### src/hdl/sapr_pkg.sv
// constants, field layout and types of the sleep and power reduction controller
package sapr_pkg;

  ////////////////////////////////////////////////////////////////////////////////
  // clock and bus
  localparam int unsigned CLK_PERIOD_PS = 4000;
  localparam int unsigned ADDR_W        = 8;
  localparam logic [1:0]  RESP_OKAY     = 2'h0;
  localparam logic [1:0]  RESP_SLVERR   = 2'h2;

  ////////////////////////////////////////////////////////////////////////////////
  // register indices; byte address is four times the index
  localparam logic [7:0] MCU_CONTROL_IDX   = 8'h35;
  localparam logic [7:0] PERIPH_GATE_IDX   = 8'h36;
  localparam logic [7:0] SLEEP_STATUS_IDX  = 8'h37;
  localparam logic [7:0] BROWNOUT_CTRL_IDX = 8'h07;
  localparam logic [ADDR_W-1:0] MCU_CONTROL_ADDR   = {MCU_CONTROL_IDX[5:0], 2'h0};
  localparam logic [ADDR_W-1:0] PERIPH_GATE_ADDR   = {PERIPH_GATE_IDX[5:0], 2'h0};
  localparam logic [ADDR_W-1:0] SLEEP_STATUS_ADDR  = {SLEEP_STATUS_IDX[5:0], 2'h0};
  localparam logic [ADDR_W-1:0] BROWNOUT_CTRL_ADDR = {BROWNOUT_CTRL_IDX[5:0], 2'h0};

  ////////////////////////////////////////////////////////////////////////////////
  // field positions and reset values
  localparam int unsigned PULLUP_OFF_BIT     = 7;
  localparam int unsigned SM_HI_BIT          = 6;
  localparam int unsigned ARM_BIT            = 5;
  localparam int unsigned SM_LO_BIT          = 4;
  localparam int unsigned BROWNOUT_OFF_BIT   = 1;
  localparam int unsigned BROWNOUT_UNLCK_BIT = 0;
  localparam logic [7:0]  MCU_CONTROL_RST    = 8'h00;
  localparam logic [7:0]  PERIPH_GATE_RST    = 8'h00;
  localparam logic [1:0]  SM_IDLE_CODE       = 2'h0;
  localparam logic [1:0]  SM_STANDBY_CODE    = 2'h2;
  localparam int unsigned GATE_COUNT         = 4;

  ////////////////////////////////////////////////////////////////////////////////
  // cycle counts
  localparam int unsigned DELAY_W                = 16;
  localparam logic [2:0]  UNLOCK_WINDOW_CYCLES   = 3'h4;
  localparam logic [2:0]  SLEEP_OFF_DELAY_CYCLES = 3'h3;
  localparam logic [2:0]  SLEEP_OFF_HOLD_CYCLES  = 3'h3;
  localparam logic [DELAY_W-1:0] IDLE_WAKE_CYCLES    = 16'h0001;
  localparam logic [DELAY_W-1:0] STANDBY_WAKE_CYCLES = 16'h0006;
  localparam logic [DELAY_W-1:0] IRQ_HALT_CYCLES     = 16'h0004;
  localparam int unsigned PD_WAKE_CYCLES_DEF  = 16;
  localparam int unsigned BOD_WAKE_TIME_NS    = 60000;
  localparam int unsigned BOD_WAKE_CYCLES_DEF =
    (BOD_WAKE_TIME_NS * 1000 + CLK_PERIOD_PS - 1) / CLK_PERIOD_PS;

  ////////////////////////////////////////////////////////////////////////////////
  // types
  typedef enum logic [1:0] {
    ST_ACTIVE = 2'h0, ST_SLEEP = 2'h1, ST_START = 2'h3, ST_HALT = 2'h2
  } sapr_state_type;
  typedef enum logic [1:0] {
    MODE_IDLE = 2'h0, MODE_PDOWN = 2'h1, MODE_STANDBY = 2'h2
  } sapr_mode_type;

  function automatic logic saprIsDeep(input sapr_mode_type m);
    return m != MODE_IDLE;
  endfunction : saprIsDeep

endpackage : sapr_pkg

### src/hdl/sapr_sync.sv
// two-flop synchroniser for asynchronous levels
`timescale 1ns/1ps
`default_nettype none
module sapr_sync #(
  parameter int unsigned WIDTH = 1
) (
  input  wire logic             clk,
  input  wire logic             rstN,
  input  wire logic [WIDTH-1:0] asyncIn,
  output var  logic [WIDTH-1:0] syncOut
);
  logic [WIDTH-1:0] stage1Q;

  always_ff @(posedge clk or negedge rstN) begin
    if (!rstN) begin
      stage1Q <= '0;
      syncOut <= '0;
    end else begin
      stage1Q <= asyncIn;
      syncOut <= stage1Q;
    end
  end
endmodule : sapr_sync
`default_nettype wire

### src/hdl/sapr_delay.sv
// loadable down counter; done marks the last cycle of the loaded span
`timescale 1ns/1ps
`default_nettype none
module sapr_delay #(
  parameter int unsigned WIDTH = 16
) (
  input  wire logic             clk,
  input  wire logic             rstN,
  input  wire logic             load,
  input  wire logic [WIDTH-1:0] loadValue,
  output logic                  done
);
  localparam logic [WIDTH-1:0] ONE = WIDTH'(1);
  logic [WIDTH-1:0] cntQ;

  // a load of n keeps the caller in its state for exactly n cycles
  always_ff @(posedge clk or negedge rstN) begin
    if (!rstN) begin
      cntQ <= '0;
    end else if (load) begin
      cntQ <= loadValue;
    end else if (cntQ != '0) begin
      cntQ <= cntQ - ONE;
    end
  end

  assign done = (cntQ == ONE);
endmodule : sapr_delay
`default_nettype wire

### src/hdl/sapr_ctrl.sv
// sleep mode sequencing, brownout sleep-off sequence and peripheral clock gating
//
// The implementer's own choice: register access over AXI4-Lite.
`timescale 1ns/1ps
`default_nettype none
// Behaviour
// - select 00 enters idle: core, flash clocks stop
// - idle wakes on external and internal interrupts
// - select 01/11: power-down, oscillator and clocks stopped
// - power-down wakes on resets, levels, pin change
// - select 10 with crystal: standby, oscillator runs
// - standby wake-up takes six cycles
// - sleep-off cuts brownout on entry, restores on wake
// - brownout off stretches wake-up to 60 us
// - sleep-off bit controls brownout in deep modes
// - sleep-off bit writable only through unlock sequence
// - unlock, set within four, active three cycles
// - gated peripheral frozen, its registers blocked
// - ungating resumes peripheral in prior state
// - gating acts in active and idle only
// - comparator disabled in deep sleep modes
// - reference on only for brownout or comparator
// - fused brownout stays on unless sleep-off applies
// - enabled watchdog runs in every sleep mode
// - input buffers off while io clock stops
// - control register: select hi 6, arm 5, lo 4
// - sleep entered only with arm bit set
// - gate bits 7..4 read zero, bit 3 timer1
// - interrupt wake halts core four extra cycles
module sapr_ctrl #(
  parameter int unsigned PD_WAKE_CYCLES  = sapr_pkg::PD_WAKE_CYCLES_DEF,
  parameter int unsigned BOD_WAKE_CYCLES = sapr_pkg::BOD_WAKE_CYCLES_DEF,
  parameter int unsigned GATES           = sapr_pkg::GATE_COUNT
) (
  input  wire logic                        ref_clk,
  input  wire logic                        arst_n,
  input  wire logic [sapr_pkg::ADDR_W-1:0] s_axi_awaddr,
  input  wire logic [2:0]                  s_axi_awprot,
  input  wire logic                        s_axi_awvalid,
  output logic                             s_axi_awready,
  input  wire logic [31:0]                 s_axi_wdata,
  input  wire logic [3:0]                  s_axi_wstrb,
  input  wire logic                        s_axi_wvalid,
  output logic                             s_axi_wready,
  output logic [1:0]                       s_axi_bresp,
  output logic                             s_axi_bvalid,
  input  wire logic                        s_axi_bready,
  input  wire logic [sapr_pkg::ADDR_W-1:0] s_axi_araddr,
  input  wire logic [2:0]                  s_axi_arprot,
  input  wire logic                        s_axi_arvalid,
  output logic                             s_axi_arready,
  output logic [31:0]                      s_axi_rdata,
  output logic [1:0]                       s_axi_rresp,
  output logic                             s_axi_rvalid,
  input  wire logic                        s_axi_rready,
  input  wire logic                        sleepExec,
  input  wire logic [1:0]                  extIrqLevelPin,
  input  wire logic                        pinChangePin,
  input  wire logic                        usiStartPin,
  input  wire logic                        wdtIrq,
  input  wire logic                        ioIrq,
  input  wire logic                        extResetPin,
  input  wire logic                        wdtResetReq,
  input  wire logic                        brownoutResetReq,
  input  wire logic                        brownoutThresholdFuse,
  input  wire logic                        crystalClockSel,
  input  wire logic                        comparatorPowerOff,
  input  wire logic                        comparatorUsesRef,
  input  wire logic                        wdtEnable,
  output logic                             cpuClkEn,
  output logic                             flashClkEn,
  output logic                             ioClkEn,
  output logic                             mainOscEn,
  output logic [GATES-1:0]                 periphClkEn,
  output logic [GATES-1:0]                 periphAccessEn,
  output logic                             comparatorEn,
  output logic                             vrefEn,
  output logic                             brownoutDetectorEn,
  output logic                             wdtRunEn,
  output logic                             inputBufEn,
  output logic                             pullupGlobalOff,
  output logic [3:0]                       extIrqSense,
  output logic                             sleepNop,
  output logic                             irqServe,
  output logic                             resetWake
);
  import sapr_pkg::*;

  localparam logic [DELAY_W-1:0] PD_LOAD  = DELAY_W'(PD_WAKE_CYCLES);
  localparam logic [DELAY_W-1:0] BOD_LOAD = DELAY_W'(BOD_WAKE_CYCLES);

  function automatic logic regHit(input logic [ADDR_W-1:0] a);
    return a == MCU_CONTROL_ADDR || a == PERIPH_GATE_ADDR ||
           a == SLEEP_STATUS_ADDR || a == BROWNOUT_CTRL_ADDR;
  endfunction : regHit

  ////////////////////////////////////////////////////////////////////////////////
  // reset release and input synchronisers
  logic [1:0] rstSyncQ;
  logic       rstN;
  logic [7:0] asyncS;

  always_ff @(posedge ref_clk or negedge arst_n) begin
    if (!arst_n) begin
      rstSyncQ <= 2'h0;
    end else begin
      rstSyncQ <= {rstSyncQ[0], 1'b1};
    end
  end
  assign rstN = rstSyncQ[1];

  sapr_sync #(.WIDTH(8)) uSync (
    .clk     (ref_clk),
    .rstN    (rstN),
    .asyncIn ({extIrqLevelPin, pinChangePin, usiStartPin, wdtIrq,
               extResetPin, wdtResetReq, brownoutResetReq}),
    .syncOut (asyncS)
  );

  ////////////////////////////////////////////////////////////////////////////////
  // axi4-lite slave; one write and one read in flight
  logic             awHeldQ, wHeldQ, bvalidQ, rvalidQ;
  logic [ADDR_W-1:0] awAddrQ;
  logic [31:0]      wDataQ, rdataQ;
  logic             wLane0Q;
  logic [1:0]       brespQ, rrespQ;
  logic             doWrite, doRead, wrLane;
  logic [31:0]      rdNext;

  assign s_axi_awready = !awHeldQ;
  assign s_axi_wready  = !wHeldQ;
  assign s_axi_arready = !rvalidQ;
  assign s_axi_bvalid  = bvalidQ;
  assign s_axi_bresp   = brespQ;
  assign s_axi_rvalid  = rvalidQ;
  assign s_axi_rresp   = rrespQ;
  assign s_axi_rdata   = rdataQ;
  assign doWrite = awHeldQ && wHeldQ && !bvalidQ;
  assign doRead  = s_axi_arvalid && !rvalidQ;
  assign wrLane  = doWrite && wLane0Q;

  always_ff @(posedge ref_clk or negedge rstN) begin
    if (!rstN) begin
      awHeldQ <= 1'b0;
      wHeldQ  <= 1'b0;
      bvalidQ <= 1'b0;
      rvalidQ <= 1'b0;
      awAddrQ <= '0;
      wDataQ  <= 32'h0;
      wLane0Q <= 1'b0;
      brespQ  <= RESP_OKAY;
      rrespQ  <= RESP_OKAY;
      rdataQ  <= 32'h0;
    end else begin
      if (s_axi_awvalid && !awHeldQ) begin
        awHeldQ <= 1'b1;
        awAddrQ <= s_axi_awaddr;
      end else if (doWrite) begin
        awHeldQ <= 1'b0;
      end
      if (s_axi_wvalid && !wHeldQ) begin
        wHeldQ  <= 1'b1;
        wDataQ  <= s_axi_wdata;
        wLane0Q <= s_axi_wstrb[0];
      end else if (doWrite) begin
        wHeldQ <= 1'b0;
      end
      if (doWrite) begin
        bvalidQ <= 1'b1;
        brespQ  <= regHit(awAddrQ) ? RESP_OKAY : RESP_SLVERR;
      end else if (s_axi_bready) begin
        bvalidQ <= 1'b0;
      end
      if (doRead) begin
        rvalidQ <= 1'b1;
        rdataQ  <= rdNext;
        rrespQ  <= regHit(s_axi_araddr) ? RESP_OKAY : RESP_SLVERR;
      end else if (s_axi_rready) begin
        rvalidQ <= 1'b0;
      end
    end
  end

  ////////////////////////////////////////////////////////////////////////////////
  // registers and brownout sleep-off sequence
  logic [7:0]       mcuControlQ;
  logic [GATES-1:0] gateQ;
  logic [2:0]       unlockCntQ, armCntQ, activeCntQ;
  logic             wrMcu, wrGate, wrBod, unlockLoad, armStart, sleepOffActive;
  logic             armBit;
  logic [1:0]       smSel;

  assign wrMcu      = wrLane && awAddrQ == MCU_CONTROL_ADDR;
  assign wrGate     = wrLane && awAddrQ == PERIPH_GATE_ADDR;
  assign wrBod      = wrLane && awAddrQ == BROWNOUT_CTRL_ADDR;
  assign unlockLoad = wrBod && wDataQ[BROWNOUT_OFF_BIT] && wDataQ[BROWNOUT_UNLCK_BIT];
  // rewriting while pending or active neither extends nor restarts it
  assign armStart = wrBod && wDataQ[BROWNOUT_OFF_BIT] && !wDataQ[BROWNOUT_UNLCK_BIT] &&
                    unlockCntQ != 3'h0 && armCntQ == 3'h0 && activeCntQ == 3'h0;
  assign sleepOffActive = activeCntQ != 3'h0;
  assign armBit  = mcuControlQ[ARM_BIT];
  assign smSel   = {mcuControlQ[SM_HI_BIT], mcuControlQ[SM_LO_BIT]};

  always_ff @(posedge ref_clk or negedge rstN) begin
    if (!rstN) begin
      mcuControlQ <= MCU_CONTROL_RST;
      gateQ       <= PERIPH_GATE_RST[GATES-1:0];
      unlockCntQ  <= 3'h0;
      armCntQ     <= 3'h0;
      activeCntQ  <= 3'h0;
    end else begin
      if (wrMcu) mcuControlQ <= wDataQ[7:0];
      if (wrGate) gateQ <= wDataQ[GATES-1:0];
      if (unlockLoad) begin
        unlockCntQ <= UNLOCK_WINDOW_CYCLES;
      end else if (unlockCntQ != 3'h0) begin
        unlockCntQ <= unlockCntQ - 3'h1;
      end
      if (armStart) begin
        armCntQ <= SLEEP_OFF_DELAY_CYCLES - 3'h1;
      end else if (armCntQ != 3'h0) begin
        armCntQ <= armCntQ - 3'h1;
      end
      if (armCntQ == 3'h1) begin
        activeCntQ <= SLEEP_OFF_HOLD_CYCLES;
      end else if (activeCntQ != 3'h0) begin
        activeCntQ <= activeCntQ - 3'h1;
      end
    end
  end

  ////////////////////////////////////////////////////////////////////////////////
  // sleep state machine
  sapr_state_type    stateQ, stateD;
  sapr_mode_type     modeQ, effMode;
  logic              bodOffQ, wakeByResetQ, sleepNopQ, irqServeQ, resetWakeQ, wdtRunQ;
  logic              wakeReset, wakeDeep, wakeNow, delayDone;
  logic              goSleep, goStart, startDone, goHalt, goActive, deepHold;
  logic [DELAY_W-1:0] modeLoad, startLoad;

  assign effMode = (smSel == SM_IDLE_CODE) ? MODE_IDLE :
                   (smSel == SM_STANDBY_CODE && crystalClockSel) ? MODE_STANDBY :
                   MODE_PDOWN;
  assign wakeReset = |asyncS[2:0];
  assign wakeDeep  = |asyncS[7:3];
  assign wakeNow   = wakeReset || wakeDeep || (!saprIsDeep(modeQ) && ioIrq);
  assign goSleep   = stateQ == ST_ACTIVE && sleepExec && armBit;
  assign goStart   = stateQ == ST_SLEEP && wakeNow;
  assign startDone = stateQ == ST_START && delayDone;
  assign goHalt    = startDone && !wakeByResetQ;
  assign goActive  = (startDone && wakeByResetQ) || (stateQ == ST_HALT && delayDone);
  assign modeLoad  = (modeQ == MODE_STANDBY) ? STANDBY_WAKE_CYCLES :
                     (modeQ == MODE_PDOWN) ? PD_LOAD : IDLE_WAKE_CYCLES;
  // brownout needs its settling time before code runs again
  assign startLoad = (bodOffQ && BOD_LOAD > modeLoad) ? BOD_LOAD : modeLoad;

  always_comb begin
    stateD = stateQ;
    unique case (stateQ)
      ST_ACTIVE: if (goSleep) stateD = ST_SLEEP;
      ST_SLEEP:  if (goStart) stateD = ST_START;
      ST_START:  if (startDone) stateD = wakeByResetQ ? ST_ACTIVE : ST_HALT;
      ST_HALT:   if (delayDone) stateD = ST_ACTIVE;
    endcase
  end

  sapr_delay #(.WIDTH(DELAY_W)) uDelay (
    .clk       (ref_clk),
    .rstN      (rstN),
    .load      (goStart || goHalt),
    .loadValue (goHalt ? IRQ_HALT_CYCLES : startLoad),
    .done      (delayDone)
  );

  always_ff @(posedge ref_clk or negedge rstN) begin
    if (!rstN) begin
      stateQ       <= ST_ACTIVE;
      modeQ        <= MODE_IDLE;
      bodOffQ      <= 1'b0;
      wakeByResetQ <= 1'b0;
      sleepNopQ    <= 1'b0;
      irqServeQ    <= 1'b0;
      resetWakeQ   <= 1'b0;
      wdtRunQ      <= 1'b0;
    end else begin
      stateQ     <= stateD;
      sleepNopQ  <= stateQ == ST_ACTIVE && sleepExec && !armBit;
      irqServeQ  <= goActive && !wakeByResetQ;
      resetWakeQ <= goActive && wakeByResetQ;
      wdtRunQ    <= wdtEnable;
      if (goSleep) begin
        modeQ   <= effMode;
        bodOffQ <= saprIsDeep(effMode) && sleepOffActive && brownoutThresholdFuse;
      end else if (goStart) begin
        bodOffQ <= 1'b0;
      end
      if (goStart) wakeByResetQ <= wakeReset;
    end
  end

  ////////////////////////////////////////////////////////////////////////////////
  // clock, oscillator and analog enables
  // deep modes keep io clocks stopped until the start-up delay ends
  assign deepHold   = saprIsDeep(modeQ) && (stateQ == ST_SLEEP || stateQ == ST_START);
  assign cpuClkEn   = stateQ == ST_ACTIVE;
  assign flashClkEn = stateQ == ST_ACTIVE;
  assign ioClkEn    = !deepHold;
  assign mainOscEn  = !(stateQ == ST_SLEEP && modeQ == MODE_PDOWN);
  assign periphClkEn    = {GATES{ioClkEn}} & ~gateQ;
  assign periphAccessEn = ~gateQ;
  assign comparatorEn   = !comparatorPowerOff && !deepHold;
  assign brownoutDetectorEn = brownoutThresholdFuse && !bodOffQ;
  assign vrefEn     = brownoutDetectorEn || (comparatorUsesRef && !comparatorPowerOff);
  assign inputBufEn = ioClkEn;
  assign wdtRunEn   = wdtRunQ;
  assign pullupGlobalOff = mcuControlQ[PULLUP_OFF_BIT];
  assign extIrqSense     = mcuControlQ[3:0];
  assign sleepNop  = sleepNopQ;
  assign irqServe  = irqServeQ;
  assign resetWake = resetWakeQ;

  assign rdNext = (s_axi_araddr == MCU_CONTROL_ADDR) ? {24'h0, mcuControlQ} :
                  (s_axi_araddr == PERIPH_GATE_ADDR) ? {{(32-GATES){1'b0}}, gateQ} :
                  (s_axi_araddr == BROWNOUT_CTRL_ADDR) ?
                    {30'h0, armCntQ != 3'h0 || sleepOffActive, unlockCntQ != 3'h0} :
                  (s_axi_araddr == SLEEP_STATUS_ADDR) ?
                    {26'h0, bodOffQ, mainOscEn, modeQ, stateQ} : 32'h0;

  ////////////////////////////////////////////////////////////////////////////////
  // checks
  logic [15:0] startCntQ;
  logic        bodExtQ;
  always_ff @(posedge ref_clk or negedge rstN) begin
    if (!rstN) begin
      startCntQ <= 16'h0;
      bodExtQ   <= 1'b0;
    end else begin
      if (goStart) bodExtQ <= bodOffQ;
      if (goStart) startCntQ <= 16'h1;
      else if (stateQ == ST_START && startCntQ != 16'hffff) startCntQ <= startCntQ + 16'h1;
    end
  end
endmodule : sapr_ctrl
`default_nettype wire

### config.mk
export PLATFORM = sky130hd
export DESIGN_NAME = sapr_ctrl
export DESIGN_NICKNAME = d
export VERILOG_FILES = /design/src/hdl/sapr_pkg.sv /design/src/hdl/sapr_sync.sv /design/src/hdl/sapr_delay.sv /design/src/hdl/sapr_ctrl.sv
export SDC_FILE = /design/constraint.sdc
export NUM_CORES = 1
export LEC_CHECK = 0
export ABC_AREA = 1
export ABC_CLOCK_PERIOD_IN_PS = 3200
export BUFFER_PORTS_ARGS = -buffer_cell sky130_fd_sc_hd__buf_2
export CAP_MARGIN = 20
export CORE_ASPECT_RATIO = 0.8
export CORE_MARGIN = 2
export CORE_UTILIZATION = 54
export CTS_BUF_LIST = sky130_fd_sc_hd__clkbuf_4 sky130_fd_sc_hd__clkbuf_8
export CTS_CLUSTER_DIAMETER = 100
export DETAILED_ROUTE_END_ITERATION = 12
export HOLD_SLACK_MARGIN = 0.1
export PLACE_DENSITY = 0.81
export SETUP_SLACK_MARGIN = 0.02
export SYNTH_ARGS = -nofsm -noshare
export SYNTH_HDL_FRONTEND = slang
export SYNTH_HIERARCHICAL = 1
export SYNTH_SLANG_ARGS = --single-unit
### constraint.sdc
create_clock -name ref_clk -period 3.2 [get_ports ref_clk]
set_input_delay 0.64 -clock ref_clk [delete_from_list [all_inputs] [get_ports ref_clk]]
set_output_delay 0.64 -clock ref_clk [all_outputs]
set_load 0.05 [all_outputs]
==> results of run 1 <==
## power by group through the flow
stage	Combinational [mW]	Sequential [mW]	Clock (mW)
floorplan	1.24	1.86	0
global placement	1.49	1.84	0
detailed placement	1.56	1.86	0
CTS	1.58	1.83	0.818
global route	1.77	1.88	0.862
finish	1.57	1.84	0.800
## through the flow
step,worst slack (ns),power [mW]
finish,0.609,4.21
global route,0.413,4.51
CTS,0.594,4.24
detailed placement,0.991,3.42
global placement,1.07,3.32
floorplan,0.328,3.10
## layout make-up
type	instances	area [sq um]	area share (%)
Tap cell	115	144	2.55
Clock buffer	10	131	2.33
Sequential cell	96	2410	42.7
Clock inverter	6	67.6	1.20
Inverter	88	330	5.86
Timing Repair Buffer	90	463	8.21
Multi-Input combinational cell	390	2090	37.2
## registers in the layout, indices dropped and copies added (netlist names), 4 cells and up
name / flops
gateQ: 4
uSync/syncOut: 8
s_axi_rdata: 8
uDelay/cntQ: 16
wDataQ: 8
mcuControlQ: 8
uSync/stage1Q: 8
awAddrQ: 8
## metal layers
metal  vias to the layer above  wire length [um]  GRT usage (%)
met2                       118              4520           32.3
met1                      1796              4540           28.3
li1                       1932                 -              -
met4                         0               110           4.32
met5                         -                 0              0
met3                        14               637           4.72
## cell families after synthesis
logic type / Yosys count
simple gates: 270
buf+inv: 127
flops: 96
compound gates: 63
fa+ha+maj: 13
xor+xnor: 7
mux: 4
other cells: 2
## placed cells by master, fill, tap and decap left out, types with 3 or more instances in the layout
master | Yosys | layout
o211ai_1 | 3 | 3
clkbuf_8 | 0 | 9
dfrtp_1 | 96 | 95
nor3_1 | 7 | 7
nor2_2 | 4 | 4
buf_2 | 2 | 86
nand2_1 | 132 | 132
o22ai_1 | 4 | 4
nand2_4 | 3 | 3
nand4_1 | 4 | 4
o21ai_0 | 17 | 17
nand3_1 | 33 | 33
nand3_4 | 3 | 3
xnor2_1 | 5 | 5
mux2_2 | 3 | 3
a21oi_1 | 14 | 14
conb_1 | 2 | 33
nor2_1 | 59 | 59
o21ai_2 | 8 | 8
o21ai_1 | 13 | 13
nor2_8 | 4 | 4
nand2_2 | 8 | 8
buf_4 | 33 | 3
inv_2 | 5 | 5
inv_1 | 83 | 83
ha_1 | 13 | 13
nor2_4 | 7 | 7
## worst max path at each step
stage,cells after the start,startpoint,endpoint,slack [ns]
2_1_floorplan,0,rstSyncQ[1],activeCntQ[0],0.33
3_3_place_gp,5,modeQ[0],ioClkEn,1.07
3_5_place_dp,5,modeQ[0],inputBufEn,0.99
4_1_cts,5,modeQ[0],inputBufEn,0.59
5_1_grt,5,modeQ[0],inputBufEn,0.41
6_report,5,modeQ[0],inputBufEn,0.61
==> results.json, run 1 <==
{
  "synth_edf_count": 0,
  "critical_path_buf_inv_count": 3,
  "wire_per_inst_um": 12.3,
  "clock.fmax_mhz": 386,
  "relSlewSlack_pct": 43.2,
  "path_delay_family": "simple AND/OR/NAND/NOR gates",
  "min_period_ns": 2.59,
  "synth_adder_area_share_pct": 3.26,
  "port_buffers": 86,
  "ctsResizeCount": 0,
  "syn_area_sq_um": 4990,
  "die_w_um": 111,
  "vias": 3860,
  "dieHeight_um": 90.0,
  "r2r-end": "uDelay/cntQ[14]",
  "min_to": "uSync/syncOut[4]",
  "post-cts-setup-buffers": 0,
  "rows": 31,
  "p_sw_share_pct": 42.5,
  "yosys.area_share.xor_xnor_pct": 1.23,
  "synth_top_family_by_area": "simple AND/OR/NAND/NOR gates",
  "path_clk_slew_ns": 0.09,
  "seqPwrFrac_pct": 43.6,
  "final_cells": 795,
  "grt_usage_pct": 20.1,
  "yosys-top-cells-count": "nand2_1, dfrtp_1, inv_1",
  "post_dp_cell_area_sq_um": 5430,
  "cts_root_buf": "clkbuf_8",
  "drv_cap": 0,
  "cts_tree": "yes",
  "reg2reg_depth": 15,
  "cp-end-kind": "output port",
  "yosysMostFrequentCell": "nand2_1",
  "ys_seq_elements": 96,
  "pwr-share-clk_pct": 19.0,
  "ys_types": 39,
  "grt_pass1_wl_mm": 16.6,
  "tns_ns": 0,
  "hold_class": "reg2reg",
  "fin_nets": 768,
  "cp_cell_sequence": "inv_1 -> ha_1 -> nor2_1 -> inv_1 -> buf_2",
  "cp.required_ns": 2.56,
  "dp.cells": 778,
  "drive_gt1_share_pct": 23.1,
  "cpPeakStageDelay_ns": 0.50,
  "clock_latency_ns": 0.36,
  "fin_area_sq_um": 5640,
  "cts_buffers": 9,
  "ys_seq_area_share_pct": 48.1,
  "power_density_nw_per_um2": 746,
  "r2r_start": "uDelay/cntQ[6]",
  "fillers": 777,
  "setup_violations": 0,
  "cts_sinks": 96,
  "final-hold-violation-count": 0,
  "cp_max_fo": 6,
  "start_kind": "register",
  "muxShareOfSynthArea_pct": 0.902,
  "grt.overflow.total": 0,
  "vdd_drop_max_uv": 570,
  "first_pass_iters": 5,
  "first_iter_violations": 149,
  "drt-total-wl_mm": 9.81,
  "critPathKind": "reg2out",
  "cts_hold_buf": 1,
  "combPwrFrac_pct": 37.4,
  "avgViaCountPerCell": 4.86,
  "antenna_found_initial": 0,
  "synth-async-reset-ratio_pct": 100,
  "worst_pin_slew_ns": 0.851,
  "crit_arrival_ns": 1.95,
  "n_antenna_cell": 0,
  "holdCritStartpoint": "uSync/stage1Q[4]",
  "start_util_pct": 55.2,
  "fin_crit_sh_pct": 81.0,
  "grt_max_degree": 69,
  "leakagePower_nw": 3.11,
  "yosys-top-cells-area": "dfrtp_1, nand2_1, inv_1",
  "dieArea_sq_um": 10000,
  "hpwl_mm": 7.42,
  "post-route-util_pct": 62.4,
  "grt_pass1_vias": 3634,
  "synth_warnings": 6,
  "antenna_left": 0,
  "rrSetupSlack_ns": 1.02,
  "syn_avg_cell_area_sq_um": 8.58,
  "synth_area_leader_cell": "dfrtp_1",
  "status": "completed",
  "syn_to_final_growth_pct": 12.9,
  "cpMaxStageDelayCell": "nor2_1",
  "ys.flop_type": "dfrtp_1",
  "core_area_sq_um": 9040,
  "synth.top_cell.area_share_pct": 48.1,
  "intPower_mw": 2.42,
  "switching_power_mw": 1.79,
  "synth_compound_area_share_pct": 7.55,
  "ioPinCount": 146,
  "yosys.area_share.simple_pct": 26.5,
  "cpMostUsedCell": "inv_1",
  "whs_path_depth": 0,
  "cts_buffer_depth": 2,
  "route.detailed.drc": 0,
  "gp_congestion": 0.844,
  "hold-worst-slack_ns": 0.355,
  "htreeDepth": 3,
  "syn_inst": 582,
  "rsz0062_at_grt": "no",
  "finClkSkew_ns": 0.0137,
  "slew_violations": 0
}
(Power assumes the default switching activity.)
==> run 2: changes to the inputs <==
Settings changed: ABC_CLOCK_PERIOD_IN_PS 3200 to 2250, CORE_UTILIZATION 54 to 49, PLACE_DENSITY 0.81 to 0.77.
Clock period 3.2 ns to 2.25 ns, I/O delays scaled along.
==> run 2 against run 1 <==
- critical endpoint is now periphClkEn[1]
- sequential share of layout area down 0.95 points
- first-iteration DRC count up 56%
- critical path type unchanged
- combinational power up 43%
- largest cell class unchanged
- wire length up 0.67%
- critical path depth up 1
- sequential power up 41%
==> results.json, run 2 (synthesis results as in run 1) <==
{
  "vdd_drop_max_uv": 699,
  "path_delay_family": "buffers and inverters",
  "top_usage_layer": "met2",
  "dieArea_sq_um": 11000,
  "cp_max_fo": 6,
  "cp.required_ns": 1.80,
  "mostFrequentLayoutCells": "nand2_1, dfrtp_1, inv_1",
  "finClkSkew_ns": 0.0126,
  "reg2reg_depth": 15,
  "critical_path_buf_inv_count": 3,
  "rows": 32,
  "grt_use_met3_pct": 5.48,
  "grt_max_degree": 51,
  "crit_arrival_ns": 1.72,
  "cpPeakStageDelay_ns": 0.41,
  "slew_violations": 0,
  "crit_cells": 6,
  "relSlewSlack_pct": 56.8,
  "antenna_found_initial": 0,
  "hold_class": "in2reg",
  "use_met2_pct": 28.7,
  "grt_usage_pct": 19.1,
  "drive_gt1_share_pct": 24.4,
  "dpl_worst_slack_ns": 0.149,
  "route.detailed.drc": 0,
  "seqPwrFrac_pct": 43.1,
  "path_clk_slew_ns": 0.11,
  "first_iter_violations": 232,
  "regMostFlops": "uDelay/cntQ",
  "cts_root_buf": "clkbuf_8",
  "syn_to_final_growth_pct": 15.5,
  "first_pass_iters": 4,
  "grt.overflow.total": 0,
  "worst_pin_slew_ns": 0.648,
  "cts_tree": "yes",
  "gp_congestion": 0.825,
  "finalPower_mw": 6.03,
  "leakagePower_nw": 3.14,
  "r2r_start": "uDelay/cntQ[4]",
  "n_antenna_cell": 0,
  "core_area_sq_um": 9770,
  "start_kind": "register",
  "critPathKind": "reg2out",
  "ioPinCount": 146,
  "post-route-util_pct": 59.0,
  "dp.cells": 801,
  "fin_crit_sh_pct": 96.6,
  "drv_cap": 0,
  "die_w_um": 117,
  "holdCritStartpoint": "usiStartPin",
  "final_cells": 820,
  "layout_commonest_cell": "nand2_1",
  "status": "completed",
  "grt_pass1_vias": 3495,
  "intPower_mw": 3.46,
  "vias": 3829,
  "switching_power_mw": 2.58,
  "cts_buffer_depth": 2,
  "pwr-share-clk_pct": 19.7,
  "clock_latency_ns": 0.38,
  "dieHeight_um": 94.3,
  "clock.fmax_mhz": 460,
  "cp-end-kind": "output port",
  "antenna_left": 0,
  "startpoint": "modeQ[1]",
  "grt_pass1_wl_mm": 16.2,
  "hpwl_mm": 7.51,
  "cts_buffers": 9,
  "cp_cell_sequence": "inv_1 -> ha_2 -> nor2_1 -> buf_4 -> nor2_1 -> buf_4",
  "rrSetupSlack_ns": 0.22,
  "cpMaxStageDelayCell": "dfrtp_1",
  "grt_use_met1_pct": 27.4,
  "start_util_pct": 51.1,
  "port_buffers": 86,
  "setup_violations": 0,
  "drt-total-wl_mm": 9.87,
  "min_period_ns": 2.17,
  "htreeDepth": 3,
  "cp-endpoint": "periphClkEn[1]",
  "wire_per_inst_um": 12.0,
  "avgViaCountPerCell": 4.67,
  "final-hold-violation-count": 0,
  "combPwrFrac_pct": 37.2,
  "cts_sinks": 96,
  "timing.final.ws_setup_ns": 0.0776,
  "power_density_nw_per_um2": 1050,
  "r2r-end": "uDelay/cntQ[14]",
  "fin_nets": 772,
  "p_sw_share_pct": 42.7,
  "largest_reg_flops": 16
}
run 2: cell count changes in the layout (fill, tap and decap cells not counted), sizes merged:
cell,previous run,this run
clkbuf,10,12
buf,89,90
clkinv,1,0
inv,90,92
run 2: how the worst min path moves through the flow:
stage	to	slack [ns]	depth (start not counted)
2_1_floorplan	rstSyncQ[0]	0.15	0
3_3_place_gp	rstSyncQ[0]	0.24	1
3_5_place_dp	rstSyncQ[0]	0.24	1
4_1_cts	uSync/stage1Q[4]	0.16	1
5_1_grt	uSync/stage1Q[0]	0.15	1
6_report	uSync/stage1Q[4]	0.17	1
run 2: routing by layer:
metal	part of all wire, %	vias up
li1	-	1944
met1	48	1760
met4	0.82	0
met5	0	-
met2	44	118
met3	7.3	7
run 2: layout make-up:
cell class	count	area, sq um
Inverter	88	330
Clock buffer	9	124
Multi-Input combinational cell	390	2110
Sequential cell	96	2410
Timing Repair Buffer	94	539
Clock inverter	7	85.1
Fill cell	873	4010
Tap cell	136	170
run 2: power groups by stage:
stage / Clock [mW] / Sequential, mW / Combinational, mW
floorplan: 0 / 2.65 / 1.76
global placement: 0 / 2.61 / 2.15
detailed placement: 0 / 2.63 / 2.24
CTS: 1.22 / 2.60 / 2.25
global route: 1.28 / 2.67 / 2.52
finish: 1.19 / 2.60 / 2.24
run 2: timing repair:
item | CTS | global route
buffers inserted | 0 | 2
endpoints found under the setup margin | 0 | 16
hold buffers | 1 | 0
resized for setup | 0 | 18
hold endpoints to repair | 2 | 0
run 2: metrics by stage:
step / hold WS (ns) / cell area [sq um] / TNS (ns)
3_5_place_dp: 0.236 / 5490 / 0
4_1_cts: 0.159 / 5710 / 0
5_1_grt: 0.151 / 5760 / -0.00251
6_report: 0.173 / 5760 / 0
2_1_floorplan: 0.154 / 5110 / 0
3_3_place_gp: 0.235 / 5490 / 0
==> run 3: changes to the inputs <==
Settings changed: CORE_UTILIZATION 49 to 40, PLACE_DENSITY 0.77 to 0.65.
==> run 3 against run 2 <==
- critical endpoint unchanged
- combinational power hardly changed
- non-clock buffer count is 1 lower
- first-iteration DRC count shrank 11%
- hold slack better by 0.018 ns
- setup slack better by 0.025 ns
==> results.json, run 3 (synthesis results as in run 1) <==
{
  "status": "completed",
  "antenna_found_initial": 0,
  "port_buffers": 86,
  "relSlewSlack_pct": 62.2,
  "dpl_worst_slack_ns": 0.190,
  "clock_latency_ns": 0.37,
  "drv_cap": 0,
  "post-cts-setup-buffers": 0,
  "final-hold-violation-count": 0,
  "cts_buffer_depth": 2,
  "min_period_ns": 2.15,
  "cp.required_ns": 1.80,
  "whs_path_depth": 1,
  "drive_gt1_share_pct": 23.4,
  "regMostFlops": "uDelay/cntQ",
  "die_w_um": 129,
  "core_area_sq_um": 12200,
  "grt_max_degree": 41,
  "htreeDepth": 3,
  "route.detailed.drc": 0,
  "grt_pass1_wl_mm": 17.1,
  "grt_pass1_vias": 3606,
  "slew_violations": 0,
  "grt.overflow.total": 0,
  "fin_area_sq_um": 5730,
  "dp.cells": 818,
  "gp_congestion": 0.820,
  "timing.final.ws_setup_ns": 0.102,
  "final_cells": 835,
  "path_clk_slew_ns": 0.09,
  "mostFrequentLayoutCells": "nand2_1, dfrtp_1, inv_1",
  "rows": 36,
  "power_density_nw_per_um2": 1040,
  "crit_arrival_ns": 1.70,
  "clock.fmax_mhz": 466,
  "cts_sinks": 96,
  "hold_class": "in2reg",
  "leakagePower_nw": 3.14,
  "drt-total-wl_mm": 10.3,
  "first_iter_violations": 207,
  "syn_to_final_growth_pct": 14.8,
  "layout_commonest_cell": "nand2_1",
  "dieArea_sq_um": 13400,
  "dieHeight_um": 104,
  "reg2reg_depth": 15,
  "vdd_drop_max_uv": 469,
  "finClkSkew_ns": 0.0118,
  "fin_nets": 771,
  "n_antenna_cell": 0,
  "antenna_left": 0,
  "hpwl_mm": 7.93,
  "avgViaCountPerCell": 4.60,
  "setup_violations": 0,
  "tns_ns": 0,
  "cts_buffers": 9,
  "cp_max_fo": 6,
  "hold-worst-slack_ns": 0.191,
  "cts_tree": "yes",
  "post_dp_cell_area_sq_um": 5510,
  "start_kind": "register",
  "post-route-util_pct": 47.1,
  "start_util_pct": 41.0,
  "critPathKind": "reg2out",
  "cp-end-kind": "output port",
  "finalPower_mw": 5.96,
  "vias": 3837,
  "worst_pin_slew_ns": 0.566,
  "first_pass_iters": 4,
  "fin_crit_sh_pct": 95.5,
  "rsz0062_at_grt": "yes",
  "grt_usage_pct": 15.9,
  "ioPinCount": 146,
  "wire_per_inst_um": 12.3,
  "cts_root_buf": "clkbuf_8",
  "largest_reg_flops": 16
}
-- run 3: layout make-up --
type                            count  area, sq um
Fill cell                        1203         6430
Clock buffer                       10          131
Sequential cell                    96         2410
Timing Repair Buffer               93          519
Tap cell                          152          190
Inverter                           88          330
Multi-Input combinational cell    390         2090
Clock inverter                      6         58.8
-- run 3: path summary, 6_finish.rpt --
kind / start / endpoint / slack [ns]
max: modeQ[1] / periphClkEn[1] / 0.10
min: wdtIrq / uSync/stage1Q[3] / 0.19
max reg2reg: uDelay/cntQ[4] / uDelay/cntQ[14] / 0.20
min reg2reg: rstSyncQ[1] / unlockCntQ[1] / 0.30
max in group asynchronous: rstSyncQ[1] / uDelay/cntQ[11] / 1.31
min in group asynchronous: rstSyncQ[1] / unlockCntQ[1] / 0.30
-- run 3: repair_timing --
action | CTS | global route
resized for setup | 0 | 12
endpoints found under the setup margin | 0 | 9
hold buffers | 1 | 0
endpoints found under the hold margin | 2 | 0
-- run 3: where the power goes --
group | internal, mW | total [mW] | switching, mW
registers | 2.20 | 2.59 | 0.385
logic | 0.718 | 2.25 | 1.54
clock network | 0.523 | 1.12 | 0.599
-- run 3: layer usage --
layer	vias to the layer above	GRT usage (%)	share of wire, %
li1	1933	-	-
met1	1795	22.7	49
met2	100	24.4	46
met3	9	3.86	4.7
met4	0	3.49	0.82
met5	-	0	0
-- run 3: critical path, stage by stage (launching register included) --
cell and delay (ns):
dfrtp_1 0.40, inv_1 0.14, ha_1 0.23, nor2_1 0.06
buf_4 0.16, nor2_1 0.10, clkbuf_4 0.24
